==> src/design/lid_pkg.sv <==
// Constants, types and field layouts shared by the instruction decoder files.
// Assumes a single 100 MHz clock and APB register access.
package lid_pkg;
   // ==========================================
   // Timing
   localparam int CLK_PERIOD_NS = 10;
   localparam int EXEC_TIME_NS = 1000;
   localparam int EXEC_CYCLES = (EXEC_TIME_NS + CLK_PERIOD_NS - 1) / CLK_PERIOD_NS;
   localparam int CNT_W = 8;
   localparam logic [CNT_W-1:0] EXEC_LOAD = CNT_W'(EXEC_CYCLES - 1);
   localparam logic [CNT_W-1:0] CNT_ZERO = 8'h00;

   // ==========================================
   // Register map
   localparam int APB_AW = 8;
   localparam logic [APB_AW-1:0] ADDR_CMD = 8'h00;
   localparam logic [APB_AW-1:0] ADDR_DATA = 8'h04;
   localparam logic [APB_AW-1:0] ADDR_MODE = 8'h08;
   localparam logic [APB_AW-1:0] ADDR_POS = 8'h0c;

   // ==========================================
   // Memories and addresses
   localparam logic [7:0] BLANK_CHAR = 8'h20;
   localparam logic [6:0] AC_RESET = 7'h00;
   localparam logic [6:0] AC_ONE = 7'h01;
   localparam logic [6:0] FILL_LAST = 7'h7f;
   localparam int DD_DEPTH = 80;
   localparam int CG_DEPTH = 64;
   localparam int ICON_DEPTH = 16;
   localparam int LINE2_LEN = 40;
   localparam int LINE4_LEN = 20;
   localparam int CG_AW = 6;
   localparam int ICON_AW = 4;
   localparam int LINE_EN_W = 4;
   localparam int SQ_W = 6;
   localparam logic [SQ_W-1:0] SQ_MAX = 6'h30;
   localparam logic [1:0] SQ_SAT = 2'h3;

   // ==========================================
   // Instruction groups by highest set data bit
   localparam logic [3:0] TOP_CLEAR = 4'h1;
   localparam logic [3:0] TOP_HOME = 4'h2;
   localparam logic [3:0] TOP_ENTRY = 4'h3;
   localparam logic [3:0] TOP_DISP = 4'h4;
   localparam logic [3:0] TOP_SHIFT = 4'h5;
   localparam logic [3:0] TOP_FUNC = 4'h6;
   localparam logic [3:0] TOP_CGADR = 4'h7;
   localparam logic [3:0] TOP_DDADR = 4'h8;

   // Bit positions inside instruction bytes
   localparam int FS_DL = 4;
   localparam int FS_N = 3;
   localparam int FS_RE = 2;
   localparam int FS_DH = 1;
   localparam int FS_REV = 0;
   localparam int FS_BE = 1;
   localparam int FS_LP = 0;
   localparam int DC_D = 2;
   localparam int DC_C = 1;
   localparam int DC_B = 0;
   localparam int EF_FW = 2;
   localparam int EF_BW = 1;
   localparam int EF_NW = 0;
   localparam int EM_ID = 1;
   localparam int EM_S = 0;
   localparam int EM_BID = 0;
   localparam int SH_SC = 3;
   localparam int SH_RL = 2;

   // ==========================================
   // Types
   typedef enum logic [1:0] {SEL_DD, SEL_CG, SEL_ICON} lid_ramsel_e;
   typedef enum {ST_CLEAR, ST_EXEC, ST_IDLE} lid_state_e;

   typedef struct packed {
      lid_ramsel_e ramSel;
      logic [LINE_EN_W-1:0] scrollLineEn;
      logic [LINE_EN_W-1:0] shiftLineEn;
      logic fourLine;
      logic cursorInvert;
      logic fontWide;
      logic segReverse;
      logic lowPower;
      logic blinkEnable;
      logic reverseDisplayFlag;
      logic horizontalScrollSelect;
      logic extensionRegisterSelect;
      logic twoLine;
      logic eightBit;
      logic entireShift;
      logic increment;
      logic blinkOn;
      logic cursorOn;
      logic displayOn;
   } lid_mode_s;

   typedef struct packed {
      logic [SQ_W-1:0] scrollQty;
      logic [6:0] displayShift;
   } lid_pos_s;

   localparam lid_mode_s MODE_RESET = '{ramSel: SEL_DD, eightBit: 1'b1, twoLine: 1'b1,
      increment: 1'b1, default: '0};
   localparam lid_pos_s POS_RESET = '{default: '0};

   // Index plus one of the highest set bit, zero when no bit is set
   function automatic logic [3:0] lid_top_bit(input logic [7:0] v);
      logic [3:0] pos;
      pos = 4'h0;
      for (int i = 0; i < $bits(v); i++) begin
         if (v[i]) begin
            pos = 4'(i + 1);
         end
      end
      return pos;
   endfunction : lid_top_bit
endpackage : lid_pkg

==> src/design/lid_if.sv <==
// Carriers between the decoder core, its APB slave and its RAM block.
// Assumes lid_pkg is compiled first.
`timescale 1ns/1ns
interface lid_ram_if;
   logic wrEn;
   lid_pkg::lid_ramsel_e sel;
   logic [6:0] addr;
   logic [7:0] wdata;
   logic [7:0] rdata;
   logic fourLine;
   modport ctrl(output wrEn, sel, addr, wdata, fourLine, input rdata);
   modport mem(input wrEn, sel, addr, wdata, fourLine, output rdata);
endinterface : lid_ram_if

interface lid_req_if;
   logic wr;
   logic isWrite;
   logic [lid_pkg::APB_AW-1:0] addr;
   logic [7:0] wdata;
   logic [31:0] rdata;
   logic err;
   modport bus(output wr, isWrite, addr, wdata, input rdata, err);
   modport core(input wr, isWrite, addr, wdata, output rdata, err);
endinterface : lid_req_if

==> src/design/lid_ram.sv <==
// Display, character-generator and icon RAM held in flip-flops.
// Assumes writes arrive as single-cycle strobes from the decoder core.
`timescale 1ns/1ns
module lid_ram
   import lid_pkg::*;
(
   input wire logic clk,
   lid_ram_if.mem ram
);
   logic [7:0] dd [DD_DEPTH];
   logic [7:0] cg [CG_DEPTH];
   logic [7:0] icon [ICON_DEPTH];

   // ==========================================
   // Display address to storage index
   wire [6:0] idx4 = 7'(ram.addr[6:5]) * 7'(LINE4_LEN) + 7'(ram.addr[4:0]);
   wire [6:0] idx2 = 7'(ram.addr[6]) * 7'(LINE2_LEN) + 7'(ram.addr[5:0]);
   wire [6:0] ddIdx = ram.fourLine ? idx4 : idx2;
   wire ddValid = ram.fourLine ? (7'(ram.addr[4:0]) < 7'(LINE4_LEN)) : (7'(ram.addr[5:0]) < 7'(LINE2_LEN));
   wire [CG_AW-1:0] cgIdx = ram.addr[CG_AW-1:0];
   wire [ICON_AW-1:0] iconIdx = ram.addr[ICON_AW-1:0];

   // ==========================================
   // Storage
   always_ff @(posedge clk) begin
      if (ram.wrEn) begin
         case (ram.sel)
            SEL_DD: begin
               if (ddValid) begin
                  dd[ddIdx] <= ram.wdata;
               end
            end
            SEL_CG: cg[cgIdx] <= ram.wdata;
            SEL_ICON: icon[iconIdx] <= ram.wdata;
            default: ;
         endcase
      end
   end

   assign ram.rdata = (ram.sel == SEL_CG) ? cg[cgIdx] :
                      (ram.sel == SEL_ICON) ? icon[iconIdx] :
                      ddValid ? dd[ddIdx] : BLANK_CHAR;
endmodule : lid_ram

==> src/design/lid_apb.sv <==
// APB slave front end: one wait state, registered answer.
// Assumes the core answers read data and error combinationally from the address.
`timescale 1ns/1ns
module lid_apb
   import lid_pkg::*;
(
   input wire logic clk,
   input wire logic nrst,
   input wire logic psel,
   input wire logic penable,
   input wire logic pwrite,
   input wire logic [APB_AW-1:0] paddr,
   input wire logic [31:0] pwdata,
   output logic [31:0] prdata,
   output logic pready,
   output logic pslverr,
   lid_req_if.bus req
);
   wire pending = psel & penable & ~pready;

   // ==========================================
   // Answer registers
   always_ff @(posedge clk) begin
      if (!nrst) begin
         pready <= 1'b0;
         prdata <= 32'h00000000;
         pslverr <= 1'b0;
      end else begin
         pready <= pending;
         if (pending) begin
            prdata <= pwrite ? 32'h00000000 : req.rdata;
            pslverr <= req.err;
         end
      end
   end

   // Write acts on the completing edge only
   assign req.wr = psel & penable & pready & pwrite & ~pslverr;
   assign req.isWrite = pwrite;
   assign req.addr = paddr;
   assign req.wdata = pwdata[7:0];
endmodule : lid_apb

==> src/design/lid_decoder.sv <==
// Instruction decoder of a character display controller, APB register access.
// Assumes one 100 MHz clock; nrst serves both as power-on and hardware reset.
`timescale 1ns/1ns
module lid_decoder
   import lid_pkg::*;
(
   input wire logic clk,
   input wire logic nrst,
   input wire logic psel,
   input wire logic penable,
   input wire logic pwrite,
   input wire logic [APB_AW-1:0] paddr,
   input wire logic [31:0] pwdata,
   output logic [31:0] prdata,
   output logic pready,
   output logic pslverr
);
   lid_req_if reqIf();
   lid_ram_if ramIf();

   lid_state_e state;
   lid_state_e next_state;
   logic [CNT_W-1:0] execCnt;
   logic [CNT_W-1:0] next_execCnt;
   logic [6:0] fillIdx;
   logic [6:0] next_fillIdx;
   logic [6:0] addressCounter;
   logic [6:0] next_addressCounter;
   lid_mode_s mode;
   lid_mode_s next_mode;
   lid_pos_s pos;
   lid_pos_s next_pos;

   // ==========================================
   // Bus slave and RAM
   lid_apb apb (
      .clk(clk),
      .nrst(nrst),
      .psel(psel),
      .penable(penable),
      .pwrite(pwrite),
      .paddr(paddr),
      .pwdata(pwdata),
      .prdata(prdata),
      .pready(pready),
      .pslverr(pslverr),
      .req(reqIf.bus)
   );

   lid_ram ram (
      .clk(clk),
      .ram(ramIf.mem)
   );

   // ==========================================
   // Request decode
   wire [7:0] wd = reqIf.wdata;
   wire busyFlag = (state != ST_IDLE);
   wire addrIsCmd = (reqIf.addr == ADDR_CMD);
   wire addrIsData = (reqIf.addr == ADDR_DATA);
   wire addrIsMode = (reqIf.addr == ADDR_MODE);
   wire addrIsPos = (reqIf.addr == ADDR_POS);
   wire mapped = addrIsCmd | addrIsData | addrIsMode | addrIsPos;
   wire accept = reqIf.wr & ~busyFlag;
   wire cmdWr = accept & addrIsCmd;
   wire dataWr = accept & addrIsData;
   wire [3:0] topBit = lid_top_bit(wd);
   wire extSel = mode.extensionRegisterSelect;
   wire clearing = (state == ST_CLEAR);
   wire [6:0] acUp = addressCounter + AC_ONE;
   wire [6:0] acDown = addressCounter - AC_ONE;
   wire [6:0] acStep = mode.increment ? acUp : acDown;
   wire [6:0] shiftRight = pos.displayShift + AC_ONE;
   wire [6:0] shiftLeft = pos.displayShift - AC_ONE;
   wire [SQ_W-1:0] sqIn = (wd[SQ_W-1:SQ_W-2] == SQ_SAT) ? SQ_MAX : wd[SQ_W-1:0];

   // Busy flag beside the counter; writes while busy are refused
   assign reqIf.rdata = addrIsCmd ? {24'h000000, busyFlag, addressCounter} :
                        addrIsData ? {24'h000000, ramIf.rdata} :
                        addrIsMode ? 32'(mode) :
                        addrIsPos ? 32'(pos) : 32'h00000000;
   assign reqIf.err = ~mapped | (reqIf.isWrite & (addrIsMode | addrIsPos | busyFlag));

   // ==========================================
   // RAM port: blanking fill or host data
   assign ramIf.wrEn = clearing | dataWr;
   assign ramIf.sel = clearing ? SEL_DD : mode.ramSel;
   assign ramIf.addr = clearing ? fillIdx : addressCounter;
   assign ramIf.wdata = clearing ? BLANK_CHAR : wd;
   assign ramIf.fourLine = mode.fourLine;

   // ==========================================
   // Instruction execution
   always_comb begin
      next_state = state;
      next_execCnt = execCnt;
      next_fillIdx = fillIdx;
      next_addressCounter = addressCounter;
      next_mode = mode;
      next_pos = pos;
      case (state)
         ST_CLEAR: begin
            next_fillIdx = fillIdx + AC_ONE;
            if (fillIdx == FILL_LAST) begin
               next_state = ST_IDLE;
            end
         end
         ST_EXEC: begin
            if (execCnt == CNT_ZERO) begin
               next_state = ST_IDLE;
            end else begin
               next_execCnt = execCnt - CNT_W'(1);
            end
         end
         ST_IDLE: begin
            if (dataWr) begin
               next_addressCounter = acStep;
               if (mode.entireShift && mode.ramSel == SEL_DD) begin
                  next_pos.displayShift = mode.increment ? shiftLeft : shiftRight;
               end
               next_state = ST_EXEC;
               next_execCnt = EXEC_LOAD;
            end else if (cmdWr) begin
               next_state = ST_EXEC;
               next_execCnt = EXEC_LOAD;
               case (topBit)
                  TOP_CLEAR: begin
                     next_addressCounter = AC_RESET;
                     next_pos.displayShift = POS_RESET.displayShift;
                     next_mode.ramSel = SEL_DD;
                     next_state = ST_CLEAR;
                     next_fillIdx = AC_RESET;
                  end
                  TOP_HOME: begin
                     next_addressCounter = AC_RESET;
                     next_pos.displayShift = POS_RESET.displayShift;
                     next_mode.ramSel = SEL_DD;
                  end
                  TOP_ENTRY: begin
                     if (extSel) begin
                        next_mode.segReverse = wd[EM_BID];
                     end else begin
                        next_mode.increment = wd[EM_ID];
                        next_mode.entireShift = wd[EM_S];
                     end
                  end
                  TOP_DISP: begin
                     if (extSel) begin
                        next_mode.fontWide = wd[EF_FW];
                        next_mode.cursorInvert = wd[EF_BW];
                        next_mode.fourLine = wd[EF_NW];
                     end else begin
                        next_mode.displayOn = wd[DC_D];
                        next_mode.cursorOn = wd[DC_C];
                        next_mode.blinkOn = wd[DC_B];
                     end
                  end
                  TOP_SHIFT: begin
                     if (extSel) begin
                        if (mode.horizontalScrollSelect) begin
                           next_mode.scrollLineEn = wd[LINE_EN_W-1:0];
                        end else begin
                           next_mode.shiftLineEn = wd[LINE_EN_W-1:0];
                        end
                     end else if (wd[SH_SC]) begin
                        next_pos.displayShift = wd[SH_RL] ? shiftRight : shiftLeft;
                     end else begin
                        next_addressCounter = wd[SH_RL] ? acUp : acDown;
                     end
                  end
                  TOP_FUNC: begin
                     next_mode.eightBit = wd[FS_DL];
                     next_mode.twoLine = wd[FS_N];
                     next_mode.extensionRegisterSelect = wd[FS_RE];
                     if (extSel) begin
                        next_mode.blinkEnable = wd[FS_BE];
                        next_mode.lowPower = wd[FS_LP];
                     end else begin
                        next_mode.horizontalScrollSelect = wd[FS_DH];
                        next_mode.reverseDisplayFlag = wd[FS_REV];
                     end
                  end
                  TOP_CGADR: begin
                     if (extSel) begin
                        next_addressCounter = 7'(wd[ICON_AW-1:0]);
                        next_mode.ramSel = SEL_ICON;
                     end else begin
                        next_addressCounter = 7'(wd[CG_AW-1:0]);
                        next_mode.ramSel = SEL_CG;
                     end
                  end
                  TOP_DDADR: begin
                     if (extSel) begin
                        next_pos.scrollQty = sqIn;
                     end else begin
                        next_addressCounter = wd[6:0];
                        next_mode.ramSel = SEL_DD;
                     end
                  end
                  default: ;
               endcase
            end
         end
         default: next_state = ST_IDLE;
      endcase
   end

   // ==========================================
   // State registers
   always_ff @(posedge clk) begin
      if (!nrst) begin
         state <= ST_CLEAR;
         execCnt <= CNT_ZERO;
         fillIdx <= AC_RESET;
         addressCounter <= AC_RESET;
         mode <= MODE_RESET;
         pos <= POS_RESET;
      end else begin
         state <= next_state;
         execCnt <= next_execCnt;
         fillIdx <= next_fillIdx;
         addressCounter <= next_addressCounter;
         mode <= next_mode;
         pos <= next_pos;
      end
   end
endmodule : lid_decoder

==> config.mk <==
export PLATFORM = sky130hd
export DESIGN_NAME = lid_decoder
export DESIGN_NICKNAME = d
export VERILOG_FILES = /design/src/design/lid_pkg.sv /design/src/design/lid_if.sv /design/src/design/lid_ram.sv /design/src/design/lid_apb.sv /design/src/design/lid_decoder.sv
export SDC_FILE = /design/constraint.sdc
export NUM_CORES = 2
export LEC_CHECK = 0
export ABC_AREA = 1
export BUFFER_PORTS_ARGS = -buffer_cell sky130_fd_sc_hd__buf_2
export CAP_MARGIN = 20
export CORE_ASPECT_RATIO = 0.8
export CORE_MARGIN = 8
export CORE_UTILIZATION = 60
export DETAILED_ROUTE_END_ITERATION = 12
export HOLD_SLACK_MARGIN = 0.12
export PLACE_DENSITY_LB_ADDON = 0.12
export SETUP_SLACK_MARGIN = 0.3
export SKIP_CTS_REPAIR_TIMING = 1
export SYNTH_ARGS = -nofsm -noshare
export SYNTH_HDL_FRONTEND = slang
export SYNTH_SLANG_ARGS = --single-unit
==> constraint.sdc <==
create_clock -name clk -period 17.05 [get_ports clk]
set_input_delay 0 -clock clk [delete_from_list [all_inputs] [get_ports clk]]
set_output_delay 0 -clock clk [all_outputs]
set_load 0.1 [all_outputs]
[Yosys cells after proc, flatten, opt, wreduce, memory -nomap -nowiden]
Memory sizes are Yosys's and may differ from the RTL's.
Index checks and enable logic that the tools add are counted.
W data, S select, Z words.
Cells by class
  add/subtract/negate cells: 8
  multiply operators: 2
  $lt $le $gt $ge: 2
  equal/unequal tests: 31
  multiplexer cells: 66
  bitwise gates (word level): 23
  reductions and logical operators: 30
Operators by type and width (count)
  $mux W7: 19
  $mux W32: 4
  $mux W26: 4
  $pmux W32 S3: 1
  $logic_not A32 Y1: 2
  $mux W8: 7
  $reduce_and A5 Y1: 8
  $eq A32 B1 Y1 const B: 1
  $eq A32 B2 Y1 const B: 1
  $ne A32 B3 Y1 const B: 1
  $mux W4: 7
  $pmux W7 S2: 2
  $pmux W7 S4: 1
  $reduce_and A6 Y1: 4
  $add A7 B1 Y7 const B: 3
  $eq A4 B3 Y1 const B: 4
  $eq A8 B4 Y1 const B: 2
  $logic_not A8 Y1: 2
  $pmux W8 S2: 1
  $ne A3 B3 Y1 const B: 5
  $sub A7 B1 Y7 const B: 2
  $mux W1: 13
  $mux W13: 1
  $mux W6: 2
  29 further kinds: 65
Storage, ports and cells
  flip-flop bits (word level): 127
  RAM bits: 1280
  bits of input ports: 45
  output and inout bits: 34
  logic and storage cells: 193
  memories: 3
Memories
  ram.dd: depth 80, bits a word 8, read ports 1, clocked after Yosys merged registers in 0, wr ports 1, RTL line lid_ram.sv:10  | logic [7:0] dd [DD_DEPTH];
  ram.cg: depth 64, bits a word 8, read ports 1, clocked after Yosys merged registers in 0, wr ports 1, RTL line lid_ram.sv:11  | logic [7:0] cg [CG_DEPTH];
  ram.icon: depth 16, bits a word 8, read ports 1, clocked after Yosys merged registers in 0, wr ports 1, RTL line lid_ram.sv:12  | logic [7:0] icon [ICON_DEPTH];

[Longest topological paths before layout]
  depth in word-level cells: 13
  gate-level depth with buffers: 22
  gate-level depth less buffers: 20

[Hierarchy]
Synthesis repeated with hierarchy kept, for this count alone.
Unflattened totals
  cells, all modules: 4882
  area total of the unflattened synthesis: 56452.9 um^2
Modules (own cells, without submodules)
  lid_ram: times used 1, cells an instance 3872, area an instance 50204.4 um^2, seq. area each 38436.9 um^2
  lid_decoder: times used 1, cells an instance 709, area an instance 4428.0 um^2, seq. area each 1261.2 um^2
  lid_apb: times used 1, cells an instance 301, area an instance 1820.5 um^2, seq. area each 680.7 um^2

[Worst setup path before layout]
Ideal clock, no wire load.
  kind: flip-flop to flip-flop
  from: register state[0]
  to: memory ram.cg[0][0], data pin
  library setup time: 0.946 ns
  arrival: 4.601 ns
  setup slack: 11.503 ns
  cell stages (with the launch flop): 5
  path buffers: 2
  period minus slack after synthesis: 5.547 ns
  cells stage by stage: dfxtp_1 -> nor2_8 -> buf_6 -> clkbuf_1 -> nor2_1
On the way
  cells in the longest elaborated chain, start to end: 2
Ends and longest elaborated chain
  from (decl): RTL line lid_decoder.sv:21  | lid_state_e state;
  from (signal assigned): RTL line lid_decoder.sv:219  | state <= next_state;
  $logic_not A32 Y1: RTL line lid_decoder.sv:69  | wire clearing = (state == ST_CLEAR);
  $mux W8: RTL line lid_decoder.sv:89  | assign ramIf.wdata = clearing ? BLANK_CHAR : wd;
  via ram.ram.wdata[0]: RTL line lid_if.sv:12  | modport mem(input wrEn, sel, addr, wdata, fourLine, output rdata);
  to (decl): RTL line lid_ram.sv:11
The timed path passes the listed nets, and every way through them passes these cells.

[Final worst setup path]
  from: register state[1]
  to: register apb.prdata[7]
On the way
  cells in the longest elaborated chain, start to end: 12
  elaborated cells between the ends (all ways): 23
  classes of those cells: add/sub (2); mul (2); order compare (2); eq/ne (3); mux (10); reduce/logical (1); memory (3)
Ends and longest elaborated chain
  $logic_not A32 Y1: RTL line lid_decoder.sv:69
  $mux W7: RTL line lid_decoder.sv:88  | assign ramIf.addr = clearing ? fillIdx : addressCounter;
  $mul A2 B3 Y5 / $mul A1 B3 Y4 (equally long branches): RTL line lid_ram.sv:16, lid_ram.sv:17
  $add A7 B5 Y7 / $add A7 B6 Y7 (equally long branches): RTL line lid_ram.sv:16, lid_ram.sv:17
  $mux W7: RTL line lid_ram.sv:18  | wire [6:0] ddIdx = ram.fourLine ? idx4 : idx2;
  $mem_v2 Z80 W8
  $mux W8: RTL line lid_ram.sv:42  | ddValid ? dd[ddIdx] : BLANK_CHAR;
  $mux W8: RTL line lid_ram.sv:41  | (ram.sel == SEL_ICON) ? icon[iconIdx] :
  $mux W8: RTL line lid_ram.sv:40  | assign ram.rdata = (ram.sel == SEL_CG) ? cg[cgIdx] :
  $mux W26: RTL line lid_decoder.sv:79  | addrIsData ? {24'h000000, ramIf.rdata} :
  $mux W26 *: RTL line lid_decoder.sv:78  | assign reqIf.rdata = addrIsCmd ? {24'h000000, busyFlag, addressCounter} :
  $mux W26 *: RTL line lid_apb.sv:31  | prdata <= pwrite ? 32'h00000000 : req.rdata;
  to (signal assigned): RTL line lid_apb.sv:31
  to (decl): RTL line lid_apb.sv:14  | output logic [31:0] prdata,
Mark *: on every way between the ends. The rest lies on a longest branch, timed or not.
A chain may end at the register's enable or synchronous reset.

==> impl_metrics.csv <==
group,metric,value,unit
global_route,grt_max_degree,251,
route,dr.pass1.iters,6,
finish,final_common_cell,"nand2_1",
synth,syn_inst,6066,
finish,stdcell_count,7503,
placement,portBuffers,48,
sta,hold_violations,0,
worst_setup_path,crit_slowest_cell,"buf_4",
floorplanning,die_area,111000,sq um
route,drt_iter0_drc,5381,
worst_setup_path,setup.worst_path.start_class,"flop",
worst_setup_path,critical-path-max-stage-delay,800,ps
synth,ys_seq_area_share,66.6,%
floorplanning,initial_utilization,60.3,%
sta,slew_headroom,20.2,%
synth,yosysWarnings,0,
sta,finalClockSkew,25.8,ps
pwr,p_leak,27.6,nW
pwr,p_int,5.51,mW
synth,synthTopCellsByArea,"edfxtp_1, nand2_1, inv_1",
route,wire_per_inst,21.5,um
cts,numCtsBuffers,138,
pwr,powerDensity,108,nW/um^2
cts,cts.sinks,1371,
sta,final.setup.tns,0,ps
finish,fill_cells,7704,
finish,multi_input_area,15700,sq um
synth,synth_ff_type,"edfxtp_1",
pwr,seqPwrFrac,50.8,%
global_route,grt_pass1_vias,39175,
finish,fin_nets,6130,
cts,clkTransAtPathRegs,60,ps
worst_setup_path,critPathTopFamily,"simple AND/OR/NAND/NOR gates",
cts,clk_latency,760,ps
pwr,switching_share,22.9,%
synth,synthArstFlopShare,0,%
floorplanning,coreArea,100000,sq um
floorplanning,placement_rows,104,
synth,synth.distinct_cells,52,
global_route,track_usage,28.5,%
route,vias,42417,
pwr,ir_worst_vdd,112,uV
sta,period_share,36.7,%
synth,ys_ff_latch,1371,
synth,syn_area,60500,sq um
floorplanning,dieHeight,300,um
cts,htree_levels,4,
synth,synth_area_leader_cell,"edfxtp_1",
route,drt.antenna.violating_nets,0,
synth,yosysTopAreaCellShare,63.6,%
route,drc_errors,0,
global_route,grt_pass1_wl,240000,um
job,drv_cap,0,
pwr,switching_power,1.64,mW
synth,avgSynthCellArea,9.97,sq um
sta,rsz0062_at_grt,"false",
finish,final_cell_mix,"nand2_1, edfxtp_1, inv_1",
min_path,hold_class,"input port to flop",
global_route,antenna_found_initial,0,
worst_setup_path,path_buf_inv,2,
sta,fin_crit,6250,ps
sta,tightest_slew,1190,ps
cts,clockBufferDepth,3,
route,routed_via_density,5.65,
outcome,outcome,"finished clean",
sta,fmax,0.160,GHz
placement,place_hpwl,94400,um
finish,drive_gt1_share,6.05,%
finish,area.growth.synth_to_final,9.77,%
cts,cts.root.buffer_cell,"clkbuf_16",
global_route,gr-total-overflow,0,
pwr,p_clk_share,42.5,%
floorplanning,dieWidth,371,um
worst_setup_path,cp.required,17730,ps
placement,dp.cells,7226,
sta,maxSlewViolCount,0,
worst_setup_path,crit_type,"flop to flop",
cts,cts_tree,"done",
worst_setup_path,crit_path_frequent_cell,"nand2_1",
pwr,p_comb_share,6.7,%
worst_setup_path,worstPathArrival,6930,ps
placement,place_congestion,0.947,
synth,synth_edf_count,1280,
sta,finalSetupViolCount,0,
worst_setup_path,crit_chain,"nor2_8, nand2_4, nand2_8, buf_4, buf_12, o21ai_0, nand2_1, nand3_1, nand3_1, nand2_1, o21ai_1, nand3_1, nand2_1, nand2_1, nand2_1, nand2_1, a21oi_1",
worst_setup_path,cp-end-kind,"flop",
finish,seq_area,40300,sq um
worst_setup_path,critPathMaxFanout,250,
route,wirelength,161000,um
floorplanning,num_io_pins,79,
[cell usage after synthesis, drive strengths merged (16+ instances only)]
master	count
nor3	20
xor2	16
inv	845
dfxtp	91
clkbuf	66
nand4	23
a21oi	161
buf	210
edfxtp	1280
o22ai	72
nor2	481
nand2	1991
nand3	346
nand3b	48
o21ai	327
[final cells by class]
cell class | instances | area share, %
Clock buffer | 171 | 5.58
Timing Repair Buffer | 136 | 1.61
Sequential cell | 1371 | 60.7
Inverter | 849 | 4.80
Multi-Input combinational cell | 3575 | 23.7
Clock inverter | 75 | 1.17
Tap cell | 1325 | 2.50
Antenna cell | 1 | 0.00377
[tightest hold or removal path, delay by kind of cell]
kind / cells / cell delay, ps
AND/OR/NAND/NOR: 4 / 450
AO/OA/AOI/OAI: 1 / 120
buffers and inverters: 2 / 200
[registers in the layout, summed over array words and instances (netlist names)]
name / flops
addressCounter: 7
apb.prdata: 26
apb.pready: 1
apb.pslverr: 1
execCnt: 8
extSel: 1
fillIdx: 7
mode: 24
pos: 13
ram.cg: 512
ram.dd: 640
ram.icon: 128
ramIf.fourLine: 1
state: 2
[per-stage QoR]
stage | utilization, % | setup slack (ps) | power, mW | area, sq um | hold WS, ps
2_1_floorplan | - | 11500 | 4.02 | 60500 | 159
4_1_cts | 65.9 | 11150 | 7.16 | 66000 | -482
3_5_place_dp | 61.4 | 11220 | 4.17 | 61600 | 336
6_report | 66.2 | 10800 | 7.15 | 66400 | 78.0
3_3_place_gp | 61.4 | 11230 | 4.16 | 61500 | 324
5_1_grt | 66.2 | 10630 | 7.34 | 66400 | 128
[kinds of logic after synthesis]
kind of cell	after synthesis	share of synthesized area, %
flip-flops	1371	66.6
adder cells (fa/ha/maj)	14	0.302
AO/OA/AOI/OAI	603	5.41
AND/OR/NAND/NOR	2929	19.7
XOR/XNOR	23	0.333
buffers and inverters	1125	7.65
other	1	0.00620
[layer usage]
| layer | vias up | share of wire [%] | global-route usage (%) | routed length (um) |
|---|---|---|---|---|
| li1 | 19806 | - | - | - |
| met1 | 20213 | 42 | 42.4 | 68000 |
| met2 | 2118 | 43 | 41.0 | 69300 |
| met3 | 280 | 12 | 7.31 | 19100 |
| met4 | 0 | 2.9 | 9.22 | 4620 |
| met5 | - | 0 | 0 | 0 |
[final timing paths]
path / from / end / cells after the start / slack, ps
min: paddr[0] / addressCounter[5] / 7 / 80
max: state[1] / apb.prdata[7] / 17 / 10800
min reg2reg: mode[18] / apb.prdata[18] / 2 / 460
max reg2reg: state[1] / apb.prdata[7] / 17 / 10800
[power by group through the flow]
stage               registers, mW  clock network (mW)  logic, mW
global placement             3.70                   0      0.459
CTS                          3.63                3.07      0.468
detailed placement           3.70                   0      0.464
floorplan                    3.70                   0      0.315
global route                 3.63                3.19      0.521
finish                       3.63                3.04      0.482
No activity file was read; power rests on OpenSTA's default activity.
